<file path="src/rtl/rbr_pkg.sv">
// Package for the radio buffer, amplifier and interrupt mask register bank.
// Assumes an eight-bit register port fed by the serial interface engine.
package rbr_pkg;
    // Register byte addresses
    localparam logic [7:0] RBR_ADDR_AMP = 8'h0c;
    localparam logic [7:0] RBR_ADDR_PTR = 8'h0d;
    localparam logic [7:0] RBR_ADDR_TXBASE = 8'h0e;
    localparam logic [7:0] RBR_ADDR_RXBASE = 8'h0f;
    localparam logic [7:0] RBR_ADDR_RXSTART = 8'h10;
    localparam logic [7:0] RBR_ADDR_MASK = 8'h11;
    localparam logic [7:0] RBR_ADDR_FLAGS = 8'h12;

    // Reset values
    localparam logic [7:0] RBR_RST_AMP = 8'h20;
    localparam logic [7:0] RBR_RST_PTR = 8'h00;
    localparam logic [7:0] RBR_RST_TXBASE = 8'h80;
    localparam logic [7:0] RBR_RST_RXBASE = 8'h00;
    localparam logic [7:0] RBR_RST_RXSTART = 8'h00;
    localparam logic [7:0] RBR_RST_MASK = 8'h00;
    localparam logic [7:0] RBR_RST_FLAGS = 8'h00;
    localparam logic [7:0] RBR_READ_ZERO = 8'h00;

    // Gain select, high-band boost and pointer step codes
    localparam logic [2:0] RBR_GAIN_UNUSED_LO = 3'h0;
    localparam logic [2:0] RBR_GAIN_UNUSED_HI = 3'h7;
    localparam logic [1:0] RBR_HF_BOOST_ON = 2'h3;
    localparam logic [7:0] RBR_PTR_STEP = 8'h01;

    // Interrupt bit positions, shared by flag and mask registers
    localparam int RBR_IRQ_RX_TIMEOUT = 7;
    localparam int RBR_IRQ_RX_DONE = 6;
    localparam int RBR_IRQ_CRC_FAIL = 5;
    localparam int RBR_IRQ_HDR_OK = 4;
    localparam int RBR_IRQ_TX_DONE = 3;
    localparam int RBR_IRQ_SCAN_DONE = 2;
    localparam int RBR_IRQ_HOP = 1;
    localparam int RBR_IRQ_FOUND = 0;

    // Receive amplifier configuration layout
    typedef struct packed {
        logic [2:0] rx_amp_gain_sel;
        logic [1:0] lowband_amp_current;
        logic reserved_bit;
        logic [1:0] highband_amp_boost;
    } rbr_amp_cfg_t;

    // Buffer pointer set
    typedef struct packed {
        logic [7:0] buffer_access_ptr;
        logic [7:0] tx_buffer_base_addr;
        logic [7:0] rx_buffer_base_addr;
        logic [7:0] last_rx_packet_start_addr;
    } rbr_buf_ptrs_t;
endpackage

</file>
<file path="src/rtl/rbr_regs.sv">
// Amplifier, packet buffer pointer and interrupt mask register bank.
// Assumes a register port from the serial engine, synchronous to MCLK_IN,
// and one-cycle event pulses from the modem.
//
// How it works
// - Gain field 7..5: 001 max to 110 min
// - High-band code 11 turns on boost
// - Eight-bit buffer access pointer, resets zero
// - Transmit base address, read/write, resets 0x80
// - Receive base address, read/write, resets zero
// - Read-only start of last received packet
// - Mask bit one suppresses its interrupt
// - Upper mask bits: timeout, done, check, header
// - Lower mask bits: tx done, scan, hop, found
// - Host write clears serviced interrupt flags
`timescale 1ns/1ps
`default_nettype none

module rbr_regs (
    // Clock and reset
    input wire logic MCLK_IN,
    input wire logic RST_N_IN,
    // Register port
    input wire logic [7:0] REG_ADDR_IN,
    input wire logic REG_WR_IN,
    input wire logic REG_RD_IN,
    input wire logic [7:0] REG_WDATA_IN,
    output logic [7:0] REG_RDATA_OUT,
    // Modem side
    input wire logic BUF_ACCESS_IN,
    input wire logic RX_START_LOAD_IN,
    input wire logic [7:0] RX_START_ADDR_IN,
    input wire logic [7:0] IRQ_EVENT_IN,
    // Configuration and status
    output rbr_pkg::rbr_amp_cfg_t AMP_CFG_OUT,
    output logic HF_BOOST_OUT,
    output rbr_pkg::rbr_buf_ptrs_t BUF_PTRS_OUT,
    output logic [7:0] IRQ_FLAGS_OUT,
    output logic IRQ_OUT
);

    rbr_pkg::rbr_amp_cfg_t amp_q;
    rbr_pkg::rbr_amp_cfg_t amp_d;
    logic [7:0] ptr_q;
    logic [7:0] ptr_d;
    logic [7:0] txbase_q;
    logic [7:0] rxbase_q;
    logic [7:0] rxstart_q;
    logic [7:0] mask_q;
    logic [7:0] flags_q;
    logic [7:0] flags_d;
    logic [7:0] rdata_q;
    logic [7:0] rdata_d;

    ////////////////////////////////////////////////////////////////////////
    // Address decode
    wire wr_amp = REG_WR_IN && (REG_ADDR_IN == rbr_pkg::RBR_ADDR_AMP);
    wire wr_ptr = REG_WR_IN && (REG_ADDR_IN == rbr_pkg::RBR_ADDR_PTR);
    wire wr_txbase = REG_WR_IN && (REG_ADDR_IN == rbr_pkg::RBR_ADDR_TXBASE);
    wire wr_rxbase = REG_WR_IN && (REG_ADDR_IN == rbr_pkg::RBR_ADDR_RXBASE);
    wire wr_mask = REG_WR_IN && (REG_ADDR_IN == rbr_pkg::RBR_ADDR_MASK);
    wire wr_flags = REG_WR_IN && (REG_ADDR_IN == rbr_pkg::RBR_ADDR_FLAGS);

    ////////////////////////////////////////////////////////////////////////
    // Amplifier field update
    // Write byte seen through the register layout, so no field position is hand-coded
    rbr_pkg::rbr_amp_cfg_t amp_wr;
    assign amp_wr = REG_WDATA_IN;
    wire [2:0] gain_wr = amp_wr.rx_amp_gain_sel;
    // Unused gain codes keep the last legal step, so gain is never undefined
    wire gain_legal = (gain_wr != rbr_pkg::RBR_GAIN_UNUSED_LO)
                   && (gain_wr != rbr_pkg::RBR_GAIN_UNUSED_HI);
    assign amp_d = wr_amp ? {(gain_legal ? gain_wr : amp_q.rx_amp_gain_sel),
                             amp_wr.lowband_amp_current,
                             amp_wr.reserved_bit,
                             amp_wr.highband_amp_boost} : amp_q;

    // Pointer: host write wins over a buffer access step in the same cycle
    assign ptr_d = wr_ptr ? REG_WDATA_IN :
                   BUF_ACCESS_IN ? ptr_q + rbr_pkg::RBR_PTR_STEP : ptr_q;

    // Flags: a new event wins over a host clear in the same cycle
    assign flags_d = (flags_q & ~(wr_flags ? REG_WDATA_IN : rbr_pkg::RBR_READ_ZERO))
                   | IRQ_EVENT_IN;

    ////////////////////////////////////////////////////////////////////////
    // Read mux, unmapped addresses read zero
    always_comb begin
        case (REG_ADDR_IN)
            rbr_pkg::RBR_ADDR_AMP: rdata_d = amp_q;
            rbr_pkg::RBR_ADDR_PTR: rdata_d = ptr_q;
            rbr_pkg::RBR_ADDR_TXBASE: rdata_d = txbase_q;
            rbr_pkg::RBR_ADDR_RXBASE: rdata_d = rxbase_q;
            rbr_pkg::RBR_ADDR_RXSTART: rdata_d = rxstart_q;
            rbr_pkg::RBR_ADDR_MASK: rdata_d = mask_q;
            rbr_pkg::RBR_ADDR_FLAGS: rdata_d = flags_q;
            default: rdata_d = rbr_pkg::RBR_READ_ZERO;
        endcase
    end

    ////////////////////////////////////////////////////////////////////////
    // Register storage
    always_ff @(posedge MCLK_IN) begin
        if (!RST_N_IN) begin
            amp_q <= rbr_pkg::RBR_RST_AMP;
            ptr_q <= rbr_pkg::RBR_RST_PTR;
            txbase_q <= rbr_pkg::RBR_RST_TXBASE;
            rxbase_q <= rbr_pkg::RBR_RST_RXBASE;
            rxstart_q <= rbr_pkg::RBR_RST_RXSTART;
            mask_q <= rbr_pkg::RBR_RST_MASK;
            flags_q <= rbr_pkg::RBR_RST_FLAGS;
        end else begin
            amp_q <= amp_d;
            ptr_q <= ptr_d;
            txbase_q <= wr_txbase ? REG_WDATA_IN : txbase_q;
            rxbase_q <= wr_rxbase ? REG_WDATA_IN : rxbase_q;
            // Only the modem loads it; host writes are ignored
            rxstart_q <= RX_START_LOAD_IN ? RX_START_ADDR_IN : rxstart_q;
            mask_q <= wr_mask ? REG_WDATA_IN : mask_q;
            flags_q <= flags_d;
        end
    end

    // Read data register, valid the cycle after the read strobe
    always_ff @(posedge MCLK_IN) begin
        if (!RST_N_IN) begin
            rdata_q <= rbr_pkg::RBR_READ_ZERO;
        end else if (REG_RD_IN) begin
            rdata_q <= rdata_d;
        end
    end

    ////////////////////////////////////////////////////////////////////////
    // Outputs
    assign REG_RDATA_OUT = rdata_q;
    // Low-band current is passed as written; host must keep it at 00
    assign AMP_CFG_OUT = amp_q;
    assign HF_BOOST_OUT = (amp_q.highband_amp_boost == rbr_pkg::RBR_HF_BOOST_ON);
    assign BUF_PTRS_OUT = {ptr_q, txbase_q, rxbase_q, rxstart_q};
    assign IRQ_FLAGS_OUT = flags_q;
    // Masked flags still latch, they just stay off the interrupt line
    assign IRQ_OUT = |(flags_q & ~mask_q);

    ////////////////////////////////////////////////////////////////////////
    // Checks
    chk_gain_legal_only: assert property (@(posedge MCLK_IN) disable iff (!RST_N_IN)
        (amp_q.rx_amp_gain_sel != rbr_pkg::RBR_GAIN_UNUSED_LO)
        && (amp_q.rx_amp_gain_sel != rbr_pkg::RBR_GAIN_UNUSED_HI))
        else $error("gain select holds an unused code");
    chk_hf_boost_map: assert property (@(posedge MCLK_IN) disable iff (!RST_N_IN)
        HF_BOOST_OUT == (AMP_CFG_OUT.highband_amp_boost == rbr_pkg::RBR_HF_BOOST_ON))
        else $error("boost output does not follow code 11");
    chk_ptr_step: assert property (@(posedge MCLK_IN) disable iff (!RST_N_IN)
        BUF_ACCESS_IN && !wr_ptr
        |=> BUF_PTRS_OUT.buffer_access_ptr == $past(ptr_q) + rbr_pkg::RBR_PTR_STEP)
        else $error("pointer did not advance on buffer access");
    chk_txbase_reset: assert property (@(posedge MCLK_IN)
        !RST_N_IN |=> BUF_PTRS_OUT.tx_buffer_base_addr == rbr_pkg::RBR_RST_TXBASE)
        else $error("transmit base not 0x80 after reset");
    chk_rxbase_write: assert property (@(posedge MCLK_IN) disable iff (!RST_N_IN)
        wr_rxbase |=> BUF_PTRS_OUT.rx_buffer_base_addr == $past(REG_WDATA_IN))
        else $error("receive base write lost");
    chk_rxstart_ro: assert property (@(posedge MCLK_IN) disable iff (!RST_N_IN)
        !RX_START_LOAD_IN |=> $stable(BUF_PTRS_OUT.last_rx_packet_start_addr))
        else $error("packet start changed without modem load");
    chk_mask_reset: assert property (@(posedge MCLK_IN)
        !RST_N_IN |=> mask_q == rbr_pkg::RBR_RST_MASK && !IRQ_OUT)
        else $error("mask not cleared by reset");
    chk_timeout_bit: assert property (@(posedge MCLK_IN) disable iff (!RST_N_IN)
        IRQ_EVENT_IN[rbr_pkg::RBR_IRQ_RX_TIMEOUT] && mask_q[rbr_pkg::RBR_IRQ_RX_TIMEOUT]
        && ((IRQ_EVENT_IN & ~mask_q) == rbr_pkg::RBR_READ_ZERO)
        && (flags_q == rbr_pkg::RBR_RST_FLAGS) && !wr_mask |=> !IRQ_OUT)
        else $error("masked timeout raised interrupt");
    chk_found_bit: assert property (@(posedge MCLK_IN) disable iff (!RST_N_IN)
        IRQ_EVENT_IN[rbr_pkg::RBR_IRQ_FOUND] && !wr_mask ##1 !mask_q[rbr_pkg::RBR_IRQ_FOUND]
        |-> IRQ_OUT && IRQ_FLAGS_OUT[rbr_pkg::RBR_IRQ_FOUND])
        else $error("unmasked detect flag did not interrupt");
    chk_flag_clear: assert property (@(posedge MCLK_IN) disable iff (!RST_N_IN)
        wr_flags && REG_WDATA_IN[rbr_pkg::RBR_IRQ_TX_DONE]
        && !IRQ_EVENT_IN[rbr_pkg::RBR_IRQ_TX_DONE] |=> !IRQ_FLAGS_OUT[rbr_pkg::RBR_IRQ_TX_DONE])
        else $error("flag not cleared by host write");
    chk_event_wins: assert property (@(posedge MCLK_IN) disable iff (!RST_N_IN)
        wr_flags && IRQ_EVENT_IN[rbr_pkg::RBR_IRQ_RX_DONE]
        |=> IRQ_FLAGS_OUT[rbr_pkg::RBR_IRQ_RX_DONE])
        else $error("event lost against clear");
    chk_irq_all_masked: assert property (@(posedge MCLK_IN) disable iff (!RST_N_IN)
        ((IRQ_FLAGS_OUT & ~mask_q) == rbr_pkg::RBR_READ_ZERO) == !IRQ_OUT)
        else $error("interrupt output disagrees with flags and mask");

    // Write and load paths: each byte lands one cycle after its strobe, except an unused gain code; flags hold without a clear
    chk_ptr_host_wins: assert property (@(posedge MCLK_IN) disable iff (!RST_N_IN)
        wr_ptr |=> BUF_PTRS_OUT.buffer_access_ptr == $past(REG_WDATA_IN))
        else $error("host pointer write lost");
    chk_txbase_write: assert property (@(posedge MCLK_IN) disable iff (!RST_N_IN)
        wr_txbase |=> BUF_PTRS_OUT.tx_buffer_base_addr == $past(REG_WDATA_IN))
        else $error("transmit base write lost");
    chk_mask_write: assert property (@(posedge MCLK_IN) disable iff (!RST_N_IN)
        wr_mask |=> mask_q == $past(REG_WDATA_IN))
        else $error("mask write lost");
    chk_gain_taken: assert property (@(posedge MCLK_IN) disable iff (!RST_N_IN)
        wr_amp && gain_legal |=> AMP_CFG_OUT.rx_amp_gain_sel == $past(gain_wr))
        else $error("legal gain code not taken");
    chk_gain_kept: assert property (@(posedge MCLK_IN) disable iff (!RST_N_IN)
        wr_amp && !gain_legal |=> $stable(AMP_CFG_OUT.rx_amp_gain_sel))
        else $error("unused gain code changed the gain");
    chk_rxstart_load: assert property (@(posedge MCLK_IN) disable iff (!RST_N_IN)
        RX_START_LOAD_IN
        |=> BUF_PTRS_OUT.last_rx_packet_start_addr == $past(RX_START_ADDR_IN))
        else $error("packet start not loaded from modem");
    chk_flag_sticky: assert property (@(posedge MCLK_IN) disable iff (!RST_N_IN)
        !wr_flags |=> (IRQ_FLAGS_OUT & $past(flags_q)) == $past(flags_q))
        else $error("flag dropped without a host clear");

    // Read data and reset values, seen from the pins
    chk_rdata_rxstart: assert property (@(posedge MCLK_IN) disable iff (!RST_N_IN)
        REG_RD_IN && (REG_ADDR_IN == rbr_pkg::RBR_ADDR_RXSTART)
        |=> REG_RDATA_OUT == $past(rxstart_q))
        else $error("packet start read back wrong");
    chk_rdata_mask: assert property (@(posedge MCLK_IN) disable iff (!RST_N_IN)
        REG_RD_IN && (REG_ADDR_IN == rbr_pkg::RBR_ADDR_MASK)
        |=> REG_RDATA_OUT == $past(mask_q))
        else $error("mask read back wrong");
    chk_amp_reset: assert property (@(posedge MCLK_IN)
        !RST_N_IN |=> AMP_CFG_OUT == rbr_pkg::RBR_RST_AMP)
        else $error("amplifier config not at reset value");
    chk_ptr_rx_reset: assert property (@(posedge MCLK_IN)
        !RST_N_IN |=> BUF_PTRS_OUT.buffer_access_ptr == rbr_pkg::RBR_RST_PTR
            && BUF_PTRS_OUT.rx_buffer_base_addr == rbr_pkg::RBR_RST_RXBASE)
        else $error("pointer or receive base not zero after reset");
    chk_flags_reset: assert property (@(posedge MCLK_IN)
        !RST_N_IN |=> IRQ_FLAGS_OUT == rbr_pkg::RBR_RST_FLAGS)
        else $error("flags not cleared by reset");

endmodule // rbr_regs

`default_nettype wire

</file>
<file path="config.mk">
export PLATFORM = sky130hd
export DESIGN_NAME = rbr_regs
export DESIGN_NICKNAME = d
export VERILOG_FILES = /design/src/rtl/rbr_pkg.sv /design/src/rtl/rbr_regs.sv
export SDC_FILE = /design/constraint.sdc
export NUM_CORES = 1
export LEC_CHECK = 0
export BUFFER_PORTS_ARGS = -buffer_cell sky130_fd_sc_hd__buf_2
export CAP_MARGIN = 10
export CELL_PAD_IN_SITES_DETAIL_PLACEMENT = 0
export CELL_PAD_IN_SITES_GLOBAL_PLACEMENT = 1
export CORE_ASPECT_RATIO = 1.4
export CORE_MARGIN = 8
export CORE_UTILIZATION = 34
export CTS_CLUSTER_DIAMETER = 200
export CTS_CLUSTER_SIZE = 28
export DETAILED_ROUTE_END_ITERATION = 10
export PLACE_DENSITY = 0.72
export RECOVER_POWER = 25
export SLEW_MARGIN = 20
export SYNTH_ARGS = -nofsm -noshare
export SYNTH_HDL_FRONTEND = slang
export SYNTH_SLANG_ARGS = --single-unit
</file>
<file path="constraint.sdc">
create_clock -name MCLK_IN -period 1.37 [get_ports MCLK_IN]
set_input_delay 0.0685 -clock MCLK_IN [delete_from_list [all_inputs] [get_ports MCLK_IN]]
set_output_delay 0.0685 -clock MCLK_IN [all_outputs]
set_load 0.02 [all_outputs]
</file>
==> summary.md <==
| Metric | Value |
|---|---|
| Status | finished, violations left |
| Violated checks | hold timing, setup timing |
| 1st-iter DRT viols | 181 |
| Max Clk Rate | 650 MHz |
| Grt ovf | 0 |
| Vias in the first global route | 3157 |
| Peak supply drop | 668 uV |
| Num ports | 96 |
| Final period util | 1.12 |
| Number of inserted diodes | 0 |
| Minimum clock period | about 1.5 ns |
| Mux cell area share after synthesis | 0.167 |
| Slowest cell on the critical path | or4_4 |
| CP delay by family, top | simple AND/OR/NAND/NOR gates |
| Setup ws final | -0.169 ns |
| Clk pin slew, worst setup/hold paths | 0.05 ns |
| Slew @ Worst Pin | 0.544 ns |
| Critical Path Max Stage Delay | 0.54 ns |
| Critical Setup Path Class | flop to primary output |
| Fraction of layout cells with a size suffix above 1 | 0.363 |
| Area of the multi-input gates | 1730 um^2 |
| Port bufs | 95 |
| Synth Area in Simple Gates | 0.163 |
| Final Non-Filler Cells | 592 |
| Startpoint types | flop |
| Pre-Repair DR Iteration Count | 4 |
| CTS sink count | 64 |
| Cell Int Power | 3520 uW |
| Crit-path cells | inv_2, o22ai_2, or4_4, buf_6 |
| Syn-to-layout area delta | 41.5% |
| Seq cells post-synth | 64 |
| Routed wire per std cell | 18.9 um |
| Skew-Pair Late Insertion Delay | 0.34 ns |
| Final Core Density | 0.495 |
| Synth warn | 0 |
| LEAKAGE | 0.00218 uW |
| Dpl cells | about 550 |
| Pwr Total | 4690 uW |
| Vias | 3063 |
| Post-route DRC | 0 |
| Register area share after synthesis | 0.405 |
| First-pass GRT wire length | 17400 um |
| Die ar. | 12700 um^2 |
| WP data arrival | 1.47 ns |
| Fill cells | 878 |
| Die H | 130 um |
| Sw Share | 0.250 |
| Clock Tree Root | clkbuf_16 |
| Final #Nets | 519 |
| Area post-placement | between 3000 and 4000 um^2 |
| Largest family of logic cells by synthesized area | compound AO/OA/AOI/OAI gates |
| Ranking of synthesized cells by area | dfxtp_1 41%, mux2i_1 14%, nor2_1 6.1%, a22o_1 4.4%, a211oi_1 3.3% |
| Max-Cap Viols | 0 |
| Largest net degree at the start of global routing | 28 |
| Yosys cell types | 49 |
| Commonest cells after routing, fill and taps aside | 74 x buf_2, 52 x dfxtp_1, 51 x nor2_1 |
| Syn Nets | 375 |
| # setup viols final | 1 |
| Sequential Power Share | 0.413 |
| Commonest non-fill, non-tap cell in the layout | buf_2 |
| Detailed placement HPWL | about 8600 um |
| Antenna viol nets, final | 0 |
| Die X-Extent | between 90 and 100 um |
| Yosys top cell by area | dfxtp_1 |
| TritonCTS buffer count | 9 |
| Total track usage | 0.175 |
| Clock skew | about 0.0037 ns |
| Initial core utilization | 0.350 |
| Max Slew Vio Count | 0 |
| CP Capture Type | primary output |
| Unrepaired setup endpoints after global routing | yes |
| CP Data Required Time | ~1.3 ns |
| RePlAce Congestion | between 0.8 and 0.9 |
| Switching power | 1170 uW |
| Design area | roughly 4500 um^2 |
| Reg area | 1300 um^2 |
| CP Buf/Inv Count | 2 |
| Clock buffer depth | 2 |
| Final wirelength | 11200 um |
| PwrDens | 1050 nW/um^2 |
| Cell Area, Synth | 3160 um^2 |
| CTS tree | yes |
| Row cnt | 41 |
| Area of the core | 9030 um^2 |
| H-tree depth | 3 |
| HP Class | input port to flop |
| Max_slew headroom | 0.635 |
| Gate count of the mapped netlist | 336 |
| Yosys top cell area share | 0.405 |
| Post-synthesis compound-gate area fraction | 0.187 |
| Hold Slack | -0.00629 ns |
| Synth Area in Adders | 0.00396 |
| Worst-path fanout max | 2 |
| Initial antenna violation count | 0 |
| Clk pwr share | 0.464 |
| Fin. Hold Viols | 1 |
| Mean post-synth cell area | 9.41 um^2 |
| Comb power frac | 0.123 |
| Xor/xnor share of the synthesized area | 0.0194 |
| Via density | 5.17 |
## final cells by class
class                   instances  share of cell area
repair buffers                159               0.220
flip-flops and latches         64               0.290
multi-input cells             236               0.388
clock buffers                  13              0.0604
clock inverters                 3             0.00336
well taps                     107              0.0299
inverters                      10             0.00839
## cell families after synthesis
logic type | count (synthesis)
buf+inv | 36
compound gates | 78
fa+ha+maj | 1
mux | 52
simple gates | 98
xor+xnor | 7
flops | 64
## cell usage after synthesis (all sizes together)
cell type   n
a211oi     14
a21oi      16
a221oi      4
a22o       16
a311oi      1
a32oi       1
and2        5
and3b       1
and4        2
buf        13
clkbuf     13
dfxtp      64
ha          1
inv        10
mux2        7
mux2i      45
nand2       7
nand2b      4
nand3       4
nand4       7
nor2       52
nor2b       3
nor3        3
nor3b       3
nor4        3
nor4b       1
o21a        8
o21ai       6
o22ai       4
o311ai      2
o31ai       1
o41ai       5
or3         1
or3b        1
or4         1
xnor2       4
xor2        3
## power groups by stage
| stage | registers, uW | logic [uW] | clock network [uW] |
|---|---|---|---|
| 6_report | 1940 | 575 | 2180 |
| 5_1_grt | 1940 | 622 | 2300 |
| 4_1_cts | 1940 | 572 | 2230 |
| 3_5_place_dp | 1980 | 513 | 0 |
| 3_3_place_gp | 1980 | 509 | 0 |
| 2_1_floorplan | 2030 | 227 | 0 |
## per-stage QoR
step	setup slack, ns	TNS (ns)	hold WS (ns)
floorplan	0.0261	0	0.192
global placement	-0.137	-1.53	0.279
detailed placement	-0.115	-1.97	0.282
CTS	-0.172	-0.172	0.00102
global route	-0.193	-0.193	0.0266
finish	-0.169	-0.169	-0.00629
## flip-flops by register name (all words and copies together), names as in the netlist
signal	count
AMP_CFG_OUT	8
IRQ_FLAGS_OUT	8
REG_RDATA_OUT	8
mask_q	8
ptr_q	8
rxbase_q	8
rxstart_q	8
txbase_q	8
## final timing paths
kind | slack, ns | to | startpoint | depth (start not counted)
setup / recovery | -0.17 | IRQ_OUT | IRQ_FLAGS_OUT[5]$_SDFF_PN0_ | 4
hold / removal | -0.006 | rxstart_q[3]$_SDFFE_PN0P_ | RX_START_ADDR_IN[3] | 3
setup reg to reg | 0.09 | REG_RDATA_OUT[0]$_SDFFE_PN0P_ | ptr_q[0]$_SDFFE_PN0P_ | 4
hold reg to reg | 0.51 | AMP_CFG_OUT[7]$_SDFFE_PN0P_ | AMP_CFG_OUT[7]$_SDFFE_PN0P_ | 2
## what timing repair did
action | CTS | global route
setup buffers | 5 | 3
pin swaps | 1 | 2
hold buffers | 15 | 0
endpoints found under the hold margin | 15 | 0
resized for setup | 15 | 8
endpoints found under the setup margin | 1 | 2
## worst reg2reg max path, stage by stage (launching register included)
cell and delay [ns]:
dfxtp_1 0.33, mux2_2 0.26, a22o_1 0.21, a221oi_1 0.25
a211oi_1 0.09
## metal layers
metal,up-vias,routed length [um],GRT usage
met4,0,289,0.0957
met5,-,0,0
met3,19,506,0.0402
li1,1511,-,-
met2,102,5730,0.307
met1,1431,4690,0.193
Power figures use the tool's default switching activity.
